### config.mk
export PLATFORM = sky130hd
export DESIGN_NAME = atcc_ctrl
export DESIGN_NICKNAME = d
export VERILOG_FILES = /design/src/atcc_pkg.sv /design/src/atcc_prescaler.sv /design/src/atcc_ctrl.sv
export SDC_FILE = /design/constraint.sdc
export NUM_CORES = 1
export LEC_CHECK = 0
export BUFFER_PORTS_ARGS = -buffer_cell sky130_fd_sc_hd__buf_2
export CELL_PAD_IN_SITES_DETAIL_PLACEMENT = 1
export CELL_PAD_IN_SITES_GLOBAL_PLACEMENT = 1
export CORE_MARGIN = 1.5
export CORE_UTILIZATION = 42
export CTS_CLUSTER_SIZE = 25
export DETAILED_ROUTE_END_ITERATION = 10
export PLACE_DENSITY_LB_ADDON = 0.1
export SYNTH_ARGS = -nofsm -noshare
export SYNTH_HDL_FRONTEND = slang
export SYNTH_SLANG_ARGS = --single-unit
export TNS_END_PERCENT = 5
### constraint.sdc
create_clock -name clk_sys -period 4.35 [get_ports clk_sys]
set_input_delay 0.6525 -clock clk_sys [delete_from_list [all_inputs] [get_ports clk_sys]]
set_output_delay 0.6525 -clock clk_sys [all_outputs]
set_load 0.005 [all_outputs]
### src/atcc_pkg.sv
// atcc_pkg: register map, field positions, reset values and timing counts for the converter control
// assumes: 32-bit apb, one register per aligned word, byte-wide data in the low bits
package atcc_pkg;

  // ----------------------------------------------------------------
  // register byte addresses
  // ----------------------------------------------------------------
  localparam logic [7:0] ADDR_CTRL0 = 8'h00;  // start, busy, enable, alignment, channel
  localparam logic [7:0] ADDR_CTRL1 = 8'h04;  // input source, prescaler
  localparam logic [7:0] ADDR_REFGAIN = 8'h08;
  localparam logic [7:0] ADDR_TRIGCMP = 8'h0c;
  localparam logic [7:0] ADDR_DELAY = 8'h10;
  localparam logic [7:0] ADDR_BANDGAP = 8'h14;
  localparam logic [7:0] ADDR_LOWH = 8'h18;
  localparam logic [7:0] ADDR_LOWL = 8'h1c;
  localparam logic [7:0] ADDR_HIGHH = 8'h20;
  localparam logic [7:0] ADDR_HIGHL = 8'h24;
  localparam logic [7:0] ADDR_RESH = 8'h28;
  localparam logic [7:0] ADDR_RESL = 8'h2c;
  localparam logic [7:0] ADDR_STATUS = 8'h30;  // bit0 compare event, bit1 end of conversion; write 1 clears

  // ----------------------------------------------------------------
  // field positions
  // ----------------------------------------------------------------
  localparam int CTRL0_START = 7;
  localparam int CTRL0_BUSY = 6;
  localparam int CTRL0_EN = 5;
  localparam int CTRL0_ALIGN = 4;
  localparam int TRIG_SEL = 7;
  localparam int TRIG_DLY = 6;
  localparam int TRIG_PWM_EVENT_SOURCE_SELECT = 5;
  localparam int ST_CMP = 0;
  localparam int ST_EOC = 1;

  // ----------------------------------------------------------------
  // write masks (unimplemented bits read zero) and reset values
  // ----------------------------------------------------------------
  localparam logic [7:0] MASK_CTRL0 = 8'hbf;
  localparam logic [7:0] MASK_CTRL1 = 8'he7;
  localparam logic [7:0] MASK_REFGAIN = 8'h9f;
  localparam logic [7:0] MASK_TRIGCMP = 8'hfb;
  localparam logic [7:0] MASK_BANDGAP = 8'h01;
  localparam logic [7:0] RST_BYTE = 8'h00;

  // ----------------------------------------------------------------
  // input source codes and conversion timing
  // ----------------------------------------------------------------
  localparam logic [2:0] SRC_EXT = 3'h0;
  localparam logic [2:0] SRC_OPAMP = 3'h1;
  localparam logic [2:0] SRC_VREF_AMP = 3'h4;
  localparam logic [2:0] SRC_VREF_HALF = 3'h5;
  localparam logic [4:0] SAMPLE_CLKS = 5'h04;
  localparam logic [4:0] CONV_CLKS = 5'h0c;
  localparam logic [4:0] TOTAL_CLKS = 5'h10;

  typedef enum logic [2:0] {
    ATCC_IDLE = 3'b001,
    ATCC_SAMPLE = 3'b010,
    ATCC_CONVERT = 3'b100
  } atcc_state_t;

endpackage : atcc_pkg

### src/atcc_prescaler.sv
// atcc_prescaler: converter clock enable, system clock divided by 2**code
// assumes: one system clock; the pulse is a clock enable, not a clock
module atcc_prescaler
  import atcc_pkg::*;
(
  // clock and reset
  input wire logic clk_sys,
  input wire logic rst,
  // control
  input wire logic run,
  input wire logic [2:0] code,
  // converter clock enable
  output logic tick
);

  logic [6:0] cnt_ff;
  logic [6:0] nxt_cnt;
  logic [6:0] lastCount;

  // divisor minus one for the chosen power of two
  assign lastCount = 7'((8'h01 << code) - 8'h01);
  assign tick = run && (cnt_ff == lastCount);
  assign nxt_cnt = (!run || tick) ? 7'h00 : 7'(cnt_ff + 7'h01);

  // free counter, held at zero while idle so every conversion starts aligned
  always_ff @(posedge clk_sys)
  begin
    if (rst)
      cnt_ff <= 7'h00;
    else
      cnt_ff <= nxt_cnt;
  end

endmodule : atcc_prescaler

### src/atcc_ctrl.sv
// atcc_ctrl: digital control of a 12-bit successive-approximation converter
// assumes: apb master on clk_sys; pwm flags come from logic on the same clock; the analog
// core takes the routing outputs and delivers its result with a valid pulse
// ----------------------------------------------------------------
// top module
// ----------------------------------------------------------------
// What this block does
// - source codes 100, 101 route amplified reference, half of it; 110/111 ground
// - any internal source disconnects the external channel
// - converter clock is system clock divided by 1 to 128, powers of two
// - amplifier enable bit powers the reference amplifier only while set
// - amplifier input picks reference pin at 0, bandgap at 1 disconnecting pin
// - reference select picks supply, reference pin, or amplifier; pin off otherwise
// - two-bit gain field sets amplifier gain 1, 1.667, 2.5, 3.333
// - trigger select chooses start bit at 0, pwm event path at 1
// - start bit written high then low begins a conversion
// - pwm source bit picks period match at 0, duty match at 1
// - duty channel field picks channel 0, 1, 2; code 11 also channel 2
// - delayed start counts system clocks from the flag rising edge to delay value
// - compare condition picks one of four bound tests, only for source 001
// - bound registers follow result alignment, left or right justified
// - bound registers keep contents while the converter is disabled
// - busy flag rises when a conversion starts and falls when it ends
// - completion sets the interrupt request flag and raises interrupt if enabled
// - bandgap enable turns bandgap on; at zero the output is held low
// - each conversion takes 4 sampling and 12 converting converter clocks
// - converter enable powers the converter; clearing keeps result and bounds
module atcc_ctrl
  import atcc_pkg::*;
(
  // clock and reset
  input wire logic clk_sys,
  input wire logic rst,
  // apb slave
  input wire logic psel,
  input wire logic penable,
  input wire logic pwrite,
  input wire logic [7:0] paddr,
  input wire logic [31:0] pwdata,
  output logic [31:0] prdata,
  output logic pready,
  output logic pslverr,
  // pwm event flags
  input wire logic pwmPeriodFlag,
  input wire logic [2:0] pwmDutyFlag,
  // analog core
  input wire logic [11:0] conversionResult,
  input wire logic resultValid,
  output logic converterEnable,
  output logic convClockTick,
  output logic sampling,
  output logic [2:0] inputSourceSelect,
  output logic [3:0] externalChannelSelect,
  output logic externalChannelConnect,
  output logic gainAmpEnable,
  output logic ampRefInputPinConnect,
  output logic bandgapToAmp,
  output logic bandgapEnable,
  output logic [1:0] referenceSelect,
  output logic externalRefPinConnect,
  output logic [1:0] gainSelect,
  // events toward the processor
  output logic convInterruptFlag,
  output logic convInterrupt,
  output logic compareInterrupt,
  // interrupt enables
  input wire logic convIntEnable,
  input wire logic cmpIntEnable
);

  // ----------------------------------------------------------------
  // registers
  // ----------------------------------------------------------------
  logic [7:0] ctrl0_ff;
  logic [7:0] ctrl1_ff;
  logic [7:0] refGain_ff;
  logic [7:0] trigCmp_ff;
  logic [7:0] delay_ff;
  logic [7:0] bandgap_ff;
  logic [7:0] lowH_ff;
  logic [7:0] lowL_ff;
  logic [7:0] highH_ff;
  logic [7:0] highL_ff;
  logic [11:0] result_ff;
  logic [1:0] status_ff;
  logic busy_ff;
  logic pwmSel_ff;
  logic dlyRun_ff;
  logic [7:0] dlyCnt_ff;
  logic [4:0] clkCnt_ff;
  atcc_state_t state_ff;
  atcc_state_t nxt_state;

  // ----------------------------------------------------------------
  // bus decode
  // ----------------------------------------------------------------
  logic wrEn;
  logic [7:0] wByte;
  logic hitAny;
  logic convEnabled;
  logic alignRight;

  assign pready = 1'b1;
  assign wrEn = psel && penable && pwrite;
  assign wByte = pwdata[7:0];
  assign convEnabled = ctrl0_ff[CTRL0_EN];
  assign alignRight = ctrl0_ff[CTRL0_ALIGN];
  assign hitAny = (paddr <= ADDR_STATUS) && (paddr[1:0] == 2'h0);
  assign pslverr = psel && penable && !hitAny;

  // ----------------------------------------------------------------
  // justification of 12-bit values into byte pairs
  // ----------------------------------------------------------------
  function automatic logic [7:0] hiByte(input logic [11:0] v, input logic right);
    hiByte = right ? {4'h0, v[11:8]} : v[11:4];
  endfunction : hiByte

  function automatic logic [7:0] loByte(input logic [11:0] v, input logic right);
    loByte = right ? v[7:0] : {v[3:0], 4'h0};
  endfunction : loByte

  function automatic logic [11:0] join12(input logic [7:0] h, input logic [7:0] l, input logic right);
    join12 = right ? {h[3:0], l} : {h, l[7:4]};
  endfunction : join12

  // ----------------------------------------------------------------
  // control register writes
  // ----------------------------------------------------------------
  always_ff @(posedge clk_sys)
  begin
    if (rst)
    begin
      ctrl0_ff <= RST_BYTE;
      ctrl1_ff <= RST_BYTE;
      refGain_ff <= RST_BYTE;
      trigCmp_ff <= RST_BYTE;
      delay_ff <= RST_BYTE;
      bandgap_ff <= RST_BYTE;
    end
    else if (wrEn)
    begin
      if (paddr == ADDR_CTRL0) ctrl0_ff <= wByte & MASK_CTRL0;
      if (paddr == ADDR_CTRL1) ctrl1_ff <= wByte & MASK_CTRL1;
      if (paddr == ADDR_REFGAIN) refGain_ff <= wByte & MASK_REFGAIN;
      if (paddr == ADDR_TRIGCMP) trigCmp_ff <= wByte & MASK_TRIGCMP;
      if (paddr == ADDR_DELAY) delay_ff <= wByte;
      if (paddr == ADDR_BANDGAP) bandgap_ff <= wByte & MASK_BANDGAP;
    end
  end

  // bounds are written only while the converter is enabled
  always_ff @(posedge clk_sys)
  begin
    if (rst)
    begin
      lowH_ff <= RST_BYTE;
      lowL_ff <= RST_BYTE;
      highH_ff <= RST_BYTE;
      highL_ff <= RST_BYTE;
    end
    else if (wrEn && convEnabled)
    begin
      if (paddr == ADDR_LOWH) lowH_ff <= wByte;
      if (paddr == ADDR_LOWL) lowL_ff <= wByte;
      if (paddr == ADDR_HIGHH) highH_ff <= wByte;
      if (paddr == ADDR_HIGHL) highL_ff <= wByte;
    end
  end

  // ----------------------------------------------------------------
  // analog routing
  // ----------------------------------------------------------------
  assign converterEnable = convEnabled;
  assign inputSourceSelect = ctrl1_ff[7:5];
  assign externalChannelSelect = ctrl0_ff[3:0];
  assign externalChannelConnect = convEnabled && (ctrl1_ff[7:5] == SRC_EXT);
  assign gainAmpEnable = refGain_ff[7];
  assign bandgapToAmp = refGain_ff[4];
  assign ampRefInputPinConnect = !refGain_ff[4];
  assign referenceSelect = refGain_ff[3:2];
  assign externalRefPinConnect = (refGain_ff[3:2] == 2'h1);
  assign gainSelect = refGain_ff[1:0];
  assign bandgapEnable = bandgap_ff[0];

  // ----------------------------------------------------------------
  // trigger selection
  // ----------------------------------------------------------------
  logic swTrig;
  logic dutyFlag;
  logic pwmFlag;
  logic pwmRise;
  logic dlyDone;
  logic pwmTrig;
  logic startConv;
  logic idle;
  logic startBitFall;

  assign idle = (state_ff == ATCC_IDLE);
  // a start bit held high, then written low, fires once
  assign startBitFall = wrEn && (paddr == ADDR_CTRL0) && ctrl0_ff[CTRL0_START] && !wByte[CTRL0_START];
  assign swTrig = !trigCmp_ff[TRIG_SEL] && startBitFall;
  assign dutyFlag = (trigCmp_ff[1:0] == 2'h0) ? pwmDutyFlag[0] :
                    (trigCmp_ff[1:0] == 2'h1) ? pwmDutyFlag[1] : pwmDutyFlag[2];
  assign pwmFlag = trigCmp_ff[TRIG_PWM_EVENT_SOURCE_SELECT] ? dutyFlag : pwmPeriodFlag;
  assign pwmRise = pwmFlag && !pwmSel_ff;
  assign dlyDone = dlyRun_ff && (dlyCnt_ff >= delay_ff);
  assign pwmTrig = trigCmp_ff[TRIG_SEL] &&
                   (trigCmp_ff[TRIG_DLY] ? dlyDone : pwmRise);
  assign startConv = idle && convEnabled && (swTrig || pwmTrig);

  // edge detect of the selected flag and the delay counter
  always_ff @(posedge clk_sys)
  begin
    if (rst)
    begin
      pwmSel_ff <= 1'b0;
      dlyRun_ff <= 1'b0;
      dlyCnt_ff <= 8'h00;
    end
    else
    begin
      pwmSel_ff <= pwmFlag;
      if (pwmRise && trigCmp_ff[TRIG_DLY] && !dlyRun_ff)
      begin
        dlyRun_ff <= 1'b1;
        dlyCnt_ff <= 8'h01;
      end
      else if (dlyDone || !trigCmp_ff[TRIG_DLY])
        dlyRun_ff <= 1'b0;
      else if (dlyRun_ff)
        dlyCnt_ff <= 8'(dlyCnt_ff + 8'h01);
    end
  end

  // ----------------------------------------------------------------
  // conversion sequencer
  // ----------------------------------------------------------------
  logic convDone;

  atcc_prescaler u_prescaler (
    .clk_sys(clk_sys),
    .rst(rst),
    .run(!idle),
    .code(ctrl1_ff[2:0]),
    .tick(convClockTick)
  );

  assign sampling = (state_ff == ATCC_SAMPLE);
  assign convDone = (state_ff == ATCC_CONVERT) && convClockTick && (clkCnt_ff == TOTAL_CLKS - 5'h01);

  // sampling for four converter clocks, then twelve for the conversion
  always_comb
  begin
    nxt_state = state_ff;
    unique case (state_ff)
      ATCC_IDLE: if (startConv) nxt_state = ATCC_SAMPLE;
      ATCC_SAMPLE: if (!convEnabled) nxt_state = ATCC_IDLE;
        else if (convClockTick && clkCnt_ff == SAMPLE_CLKS - 5'h01) nxt_state = ATCC_CONVERT;
      ATCC_CONVERT: if (!convEnabled || convDone) nxt_state = ATCC_IDLE;
      default: nxt_state = ATCC_IDLE;
    endcase
  end

  always_ff @(posedge clk_sys)
  begin
    if (rst)
    begin
      state_ff <= ATCC_IDLE;
      clkCnt_ff <= 5'h00;
      busy_ff <= 1'b0;
    end
    else
    begin
      state_ff <= nxt_state;
      busy_ff <= (nxt_state != ATCC_IDLE);
      if (idle)
        clkCnt_ff <= 5'h00;
      else if (convClockTick)
        clkCnt_ff <= 5'(clkCnt_ff + 5'h01);
    end
  end

  // ----------------------------------------------------------------
  // result capture and bound compare
  // ----------------------------------------------------------------
  logic [11:0] lowBoundValue;
  logic [11:0] highBoundValue;
  logic cmpHit;
  logic cmpEvent;

  assign lowBoundValue = join12(lowH_ff, lowL_ff, alignRight);
  assign highBoundValue = join12(highH_ff, highL_ff, alignRight);
  always_comb
  begin
    unique case (trigCmp_ff[4:3])
      2'h0: cmpHit = (conversionResult > lowBoundValue) && (conversionResult < highBoundValue);
      2'h1: cmpHit = (conversionResult <= lowBoundValue);
      2'h2: cmpHit = (conversionResult >= highBoundValue);
      2'h3: cmpHit = (conversionResult <= lowBoundValue) || (conversionResult >= highBoundValue);
    endcase
  end
  assign cmpEvent = convDone && resultValid && (ctrl1_ff[7:5] == SRC_OPAMP) && cmpHit;

  // result held unless a conversion completes; status set wins over clear
  always_ff @(posedge clk_sys)
  begin
    if (rst)
    begin
      result_ff <= 12'h000;
      status_ff <= 2'h0;
    end
    else
    begin
      if (convDone && resultValid)
        result_ff <= conversionResult;
      status_ff[ST_EOC] <= convDone ||
        (status_ff[ST_EOC] && !(wrEn && paddr == ADDR_STATUS && wByte[ST_EOC]));
      status_ff[ST_CMP] <= cmpEvent ||
        (status_ff[ST_CMP] && !(wrEn && paddr == ADDR_STATUS && wByte[ST_CMP]));
    end
  end

  assign convInterruptFlag = status_ff[ST_EOC];
  assign convInterrupt = status_ff[ST_EOC] && convIntEnable;
  assign compareInterrupt = status_ff[ST_CMP] && cmpIntEnable;

  // ----------------------------------------------------------------
  // read mux
  // ----------------------------------------------------------------
  logic [7:0] rdByte;
  always_comb
  begin
    unique case (paddr)
      ADDR_CTRL0: rdByte = {ctrl0_ff[7], busy_ff, ctrl0_ff[5:0]};
      ADDR_CTRL1: rdByte = ctrl1_ff;
      ADDR_REFGAIN: rdByte = refGain_ff;
      ADDR_TRIGCMP: rdByte = trigCmp_ff;
      ADDR_DELAY: rdByte = delay_ff;
      ADDR_BANDGAP: rdByte = bandgap_ff;
      ADDR_LOWH: rdByte = lowH_ff;
      ADDR_LOWL: rdByte = lowL_ff;
      ADDR_HIGHH: rdByte = highH_ff;
      ADDR_HIGHL: rdByte = highL_ff;
      ADDR_RESH: rdByte = hiByte(result_ff, alignRight);
      ADDR_RESL: rdByte = loByte(result_ff, alignRight);
      ADDR_STATUS: rdByte = {6'h00, status_ff};
      default: rdByte = 8'h00;
    endcase
  end
  assign prdata = {24'h000000, rdByte};

endmodule : atcc_ctrl

* Word-level counts from Yosys, hierarchy flattened
Index checks and enable logic that the tools add are counted.
W data, S select, Z words.
** Storage, ports and cells
- Register bits after elaboration :: 107
- Latch bits :: 0
- RAM bits :: 0
- Memory bits (read-only) :: 0
- Input port bits :: 64
- Memories :: 0
** Cells by class
- Add/subtract/negate cells :: 4
- Multipliers :: 0
- Divide/modulo/power cells :: 0
- $lt $le $gt $ge :: 6
- Equal/unequal tests :: 26
- Shift-type cells :: 1
- Multiplexer cells :: 20
- Bitwise operators :: 1
- Reduce and logical (&&, ||, !) cells :: 72
** Operators with widths (count)
- $pmux W8 S13 :: 1
- $eq A8 B6 Y1 const B :: 5
- $eq A8 B5 Y1 const B :: 4
- $logic_and A1 B1 Y1 :: 32
- $mux W12 :: 2
- $reduce_and A2 Y1 :: 12
- $eq A8 B4 Y1 const B :: 2
- $mux W8 :: 2
- $ge A12 B12 Y1 :: 1
- $gt A12 B12 Y1 :: 1
- $le A12 B12 Y1 :: 1
- $lt A12 B12 Y1 :: 1
- $mux W3 :: 4
- $logic_not A1 Y1 :: 11
- $mux W1 :: 9
- $pmux W3 S3 :: 1
- $add A8 B1 Y8 const B :: 1
- $eq A8 B3 Y1 const B :: 1
- $ge A8 B8 Y1 :: 1
- $le A8 B6 Y1 const B :: 1
- $logic_not A8 Y1 :: 1
- $add A7 B1 Y7 const B :: 1
- $eq A7 B7 Y1 :: 1
- $logic_or A1 B1 Y1 :: 7
- other kinds (18) :: 27

* Logic depth before layout (Yosys ltp)
- Depth after elaboration :: 12
- Mapped depth :: 11
- Gate-level depth less buffers :: 8

* Modules after synthesis
A second synthesis with hierarchy kept.
** Second synthesis, totals
- Cell total of the unflattened synthesis :: 804
- Area total of the unflattened synthesis :: 6608.8 sq um
** Modules (own cells, without submodules)
- atcc_ctrl :: instances 1, cells each 750, area each 6069.6 sq um, sequential area each 2001.9 sq um
- atcc_prescaler :: instances 1, cells each 54, area each 539.3 sq um, sequential area each 140.1 sq um

* Worst setup path after synthesis
No wires, ideal clock.
- Kind :: flip-flop to flip-flop
- Start :: register ctrl0_ff[4]
- End :: register status_ff[0]
- Arrival time :: 3.157 ns
- Data required time :: 4.291 ns
- Slack :: 1.134 ns
- Cell stages (with the launch flop) :: 12
- Buffers on the path :: 3
- Cell sequence :: dfxtp_1 -> clkbuf_1 -> clkbuf_1 -> buf_1 -> mux2i_1 -> ha_1 -> nand4_1 -> nor4_1 -> or4b_2 -> a2111oi_0 -> o31ai_1 -> nand2_1
** On the way
- Word-level cells in the longest chain between the ends :: 6
- Elaborated cells between the ends (all ways) :: 11
- Classes of those cells :: order compare (4); mux (3); reduce/logical (4)
** Ends and longest elaborated chain
- start: declaration :: RTL line atcc_ctrl.sv:74 : logic [7:0] ctrl0_ff;
- start signal: assignment :: RTL line atcc_ctrl.sv:142 : if (paddr == ADDR_CTRL0) ctrl0_ff <= wByte & MASK_CTRL0;
- $mux W12 :: RTL line atcc_ctrl.sv:123 : join12 = right ? {h[3:0], l} : {h, l[7:4]};
- $le A12 B12 Y1 (tied with other cells) :: RTL line atcc_ctrl.sv:297, atcc_ctrl.sv:299
- $logic_or A1 B1 Y1 or $logic_and A1 B1 Y1 (tied branches) :: RTL line atcc_ctrl.sv:299, atcc_ctrl.sv:296
- $pmux W1 S4 (*) :: RTL line atcc_ctrl.sv:295 : unique case (trigCmp_ff[4:3])
- $logic_and A1 B1 Y1 (*) :: RTL line atcc_ctrl.sv:302 : assign cmpEvent = convDone && resultValid && (ctrl1_ff[7:5] == SRC_OPAMP) && cmpHit;
- $logic_or A1 B1 Y1 (*) :: RTL line atcc_ctrl.sv:318 : status_ff[ST_CMP] <= cmpEvent ||
- end signal: indexed assignment :: RTL line atcc_ctrl.sv:316 : status_ff[ST_EOC] <= convDone ||
- end signal: indexed assignment :: RTL line atcc_ctrl.sv:318
- end: declaration :: RTL line atcc_ctrl.sv:85 : logic [1:0] status_ff;
Every way passes the cells marked *; elsewhere a longest branch is shown, timed or not.
A chain may end at the register's enable or synchronous reset.

* Final worst setup path
- Start :: input paddr[5]
- End :: output prdata[7]
** On the way
- Word-level cells in the longest chain between the ends :: 2
- Elaborated cells between the ends (all ways) :: 14
- Classes of those cells :: eq/ne (12); mux (1); reduce/logical (1)
** Ends and longest elaborated chain
- start: declaration :: RTL line atcc_ctrl.sv:38 : input wire logic [7:0] paddr,
- $eq A8 B6 Y1 (tied with other cells) :: RTL line atcc_ctrl.sv:333 : unique case (paddr)
- $pmux W8 S13 (*) :: RTL line atcc_ctrl.sv:333
- end: declaration :: RTL line atcc_ctrl.sv:40 : output logic [31:0] prdata,
Marked as above.

==> results.json <==
{
  "drt_iter0_drc": 422,
  "final_cell_mix": "dfxtp_1, nor2_1, mux2i_1, buf_2, nand2_1",
  "synthCells": 765,
  "drt_first_pass_iters": 5,
  "clockBufferDepth": 2,
  "ys_warn_count": 0,
  "initial_core_util_pct": 43.66,
  "post_cts_buffers": 0,
  "cpMostUsedCell": "buf_2",
  "layout_min_cycle_time_ps": 3398,
  "synth-seq-cells": 107,
  "finalClockSkew_ps": 3.494,
  "cts_made_buffers": 9,
  "crit_cells": 6,
  "status": "completed",
  "critical_path.top_delay_family": "simple AND/OR/NAND/NOR gates",
  "synth.cell_area_um2": 6417,
  "reg2reg_slack_ps": 1150,
  "slew_viol_final": 0,
  "slowest_delay_ps": 690,
  "grt_first_pass_wirelength_um": 33930,
  "cap_violations": 0,
  "worst_slack_ps": 951.8,
  "r2r-end": "status_ff[0]",
  "crit_end": "prdata[7]",
  "wl_per_cell_um": 21.52,
  "grt_overflow_total": 0,
  "die_area_um2": 16030,
  "postCtsHoldBufs": 0,
  "pin_count": 121,
  "p_int_mw": 1.490,
  "syn_to_final_growth_pct": 9.320,
  "ctsHtreeMaxLevel": 3,
  "num_rows": 44,
  "reg2regPathDepth": 9,
  "insertion_delay_ps": 360,
  "ctsResizeCount": 0,
  "p_seq_share_pct": 50.0,
  "finalHoldViolCount": 0,
  "worst_slew_pin_slew_ps": 1031,
  "drc": 0,
  "cpMaxStageDelayCell": "or4_1",
  "synth-main-ff-cell": "dfxtp_1",
  "insertedDiodeCount": 0,
  "die_x_um": 126.6,
  "grt_start_max_net_pins": 88,
  "synthArstFlopShare_pct": 0,
  "hold_path_class": "flip-flop to flip-flop",
  "cp_cell_sequence": "buf_2 -> or4_1 -> nor3_1 -> a22oi_1 -> nand4_1 -> buf_2",
  "hpwl_um": 16350,
  "ant_nets": 0,
  "num_vias": 5851,
  "clock-sinks": 107,
  "synth_top_area_share_pct": 33.38,
  "port_buffers": 71,
  "endpoint_kind": "output port",
  "path_class": "input port to output port",
  "drive_gt1_share_pct": 14.78,
  "ctsRootBufferMaster": "clkbuf_16",
  "p_sw_share_pct": 23.88,
  "core_area_um2": 14700,
  "clkSlewWorstSetupHoldPaths_ps": 70,
  "syn_avg_cell_area_um2": 8.389,
  "critPathBufInv": 2,
  "final_common_cell": "dfxtp_1",
  "final.setup.tns_ps": 0,
  "powerDensity_nw_per_um2": 279.0,
  "groute.usage.overall_pct": 27.61,
  "fill_cells": 1803,
  "yosysUniqueCellTypes": 66,
  "cts_tree": "built",
  "grt_pass1_vias": 5933,
  "setup_viol": 0,
  "synth_edf_count": 0,
  "ir_drop_v": 0.0001577,
  "leakage_nw": 2.539,
  "synth_top_cell_by_area": "dfxtp_1",
  "antenna_found_initial": 0,
  "cp-startpoint": "paddr[5]",
  "critPathMaxFanout": 7,
  "rsz0062_at_grt": "no",
  "avgViaCountPerCell": 5.916,
  "cp.required_ps": 3700,
  "p_clk_share_pct": 43.8,
  "timing.fmax_mhz": 294.3,
  "totalWireLength_um": 21290,
  "p_comb_share_pct": 6.2,
  "fin_crit_sh_pct": 78.12,
  "seq_area_frac_synth_pct": 33.38,
  "synthTopCellsByArea": "dfxtp_1, mux2i_1, ha_1",
  "startpoint_type": "input port",
  "switchingPower_mw": 0.4674,
  "r2r-start": "ctrl0_ff[4]",
  "relSlewSlack_pct": 30.33,
  "die_h_um": 126.6,
  "gp_congestion": 0.9079,
  "place_worst_setup_slack_ps": 1059,
  "arrival_ps": 2750,
  "finalNetCount": 901
}
[layout make-up]
type / instances / area (um^2) / share of cell area (%)
multi-input cells: 580 / 3829 / 54.57
inverters: 22 / 82.58 / 1.177
clock buffers: 11 / 252.7 / 3.603
well taps: 184 / 230.2 / 3.282
clock inverters: 4 / 48.80 / 0.6956
flip-flops and latches: 107 / 2142 / 30.53
repair buffers: 81 / 430.4 / 6.135
[synthesized netlist by cell type, types with 3 or more instances]
library cell  count
dfxtp_1         107
nor2_1           83
mux2i_1          78
nand2_1          66
nand3_1          56
a21oi_1          51
ha_1             36
buf_4            33
clkbuf_1         33
inv_1            22
o21ai_0          16
a22oi_1          13
xnor2_1          13
and3_1           11
nand4_1          11
buf_2             9
nor3_1            9
a22o_1            8
a222oi_1          7
a211oi_1          6
a221oi_1          6
nand2b_1          5
nor2b_1           5
nor4_1            5
a31oi_1           4
and2_1            4
mux2_2            4
o22ai_1           4
nor4b_1           3
nor4b_2           3
o31ai_1           3
or2_2             3
or4_1             3
[worst reg2reg max path, delay by kind of cell (launching register included)]
kind,cells,cell delay (ps)
AOI/OAI and AO/OA,4,1180
adders and majority gates,1,300
buffers and inverters,1,390
DFF,1,600
muxes,1,330
and+or+nand+nor,2,280
[metrics by stage]
stage	instance area, um^2	power, mW	std cells	hold slack (ps)	util, %
after global routing	7015	2.025	989	495.7	47.73
after detailed placement	6714	1.122	974	462.6	45.68
after global placement	6714	1.118	974	450.2	45.68
after CTS	7015	1.978	989	472.2	47.73
final	7015	1.958	989	469.9	47.73
after floorplan	6504	1.082	788	436.3	-
[flip-flops by register name, summed over array words and instances, names as in the netlist]
register / cells
state_ff: 3
lowL_ff: 8
trigCmp_ff: 7
delay_ff: 8
dlyRun_ff: 1
status_ff: 2
pwmSel_ff: 1
bandgap_ff: 1
dlyCnt_ff: 8
u_prescaler.cnt_ff: 7
lowH_ff: 8
result_ff: 12
highH_ff: 8
ctrl0_ff: 7
ctrl1_ff: 6
clkCnt_ff: 5
busy_ff: 1
highL_ff: 8
refGain_ff: 6
[power groups by stage]
| stage | clock [mW] | sequential (mW) | combinational, mW |
|---|---|---|---|
| detailed placement | 0 | 1.00 | 0.119 |
| global placement | 0 | 1.00 | 0.115 |
| finish | 0.857 | 0.980 | 0.121 |
| floorplan | 0 | 1.00 | 0.0795 |
| global route | 0.914 | 0.979 | 0.132 |
| CTS | 0.879 | 0.979 | 0.120 |
[how the worst min path moves through the flow]
stage	startpoint	end	slack (ps)	cells after the start
after floorplan	delay_ff[3]	delay_ff[3]	440	2
after global placement	delay_ff[3]	delay_ff[3]	450	2
after detailed placement	delay_ff[3]	delay_ff[3]	460	2
after CTS	delay_ff[3]	delay_ff[3]	470	2
after global routing	delay_ff[3]	delay_ff[3]	500	2
final	delay_ff[3]	delay_ff[3]	470	2
[routing by layer]
layer	global-route usage (%)	share of wire, %	up-vias	routed length (um)
met5	0	0	-	0
met3	5.567	4.8	32	1028
met1	34.65	44	2876	9420
met2	47.77	49	173	10360
met4	8.452	2.2	0	478
li1	-	-	2770	-
[cells by family (layout without fill, tap and decap cells)]
family	count (synthesis)	count (layout)	share of synthesized area (%)
compound gates	137	137	14.29
simple gates	285	285	21.97
buf+inv	101	118	8.306
flops	107	107	33.38
fa+ha+maj	36	36	7.019
other cells	2	25	0.1170
xor+xnor	15	15	2.047
mux	82	82	12.87
Power figures use the tool's default switching activity.
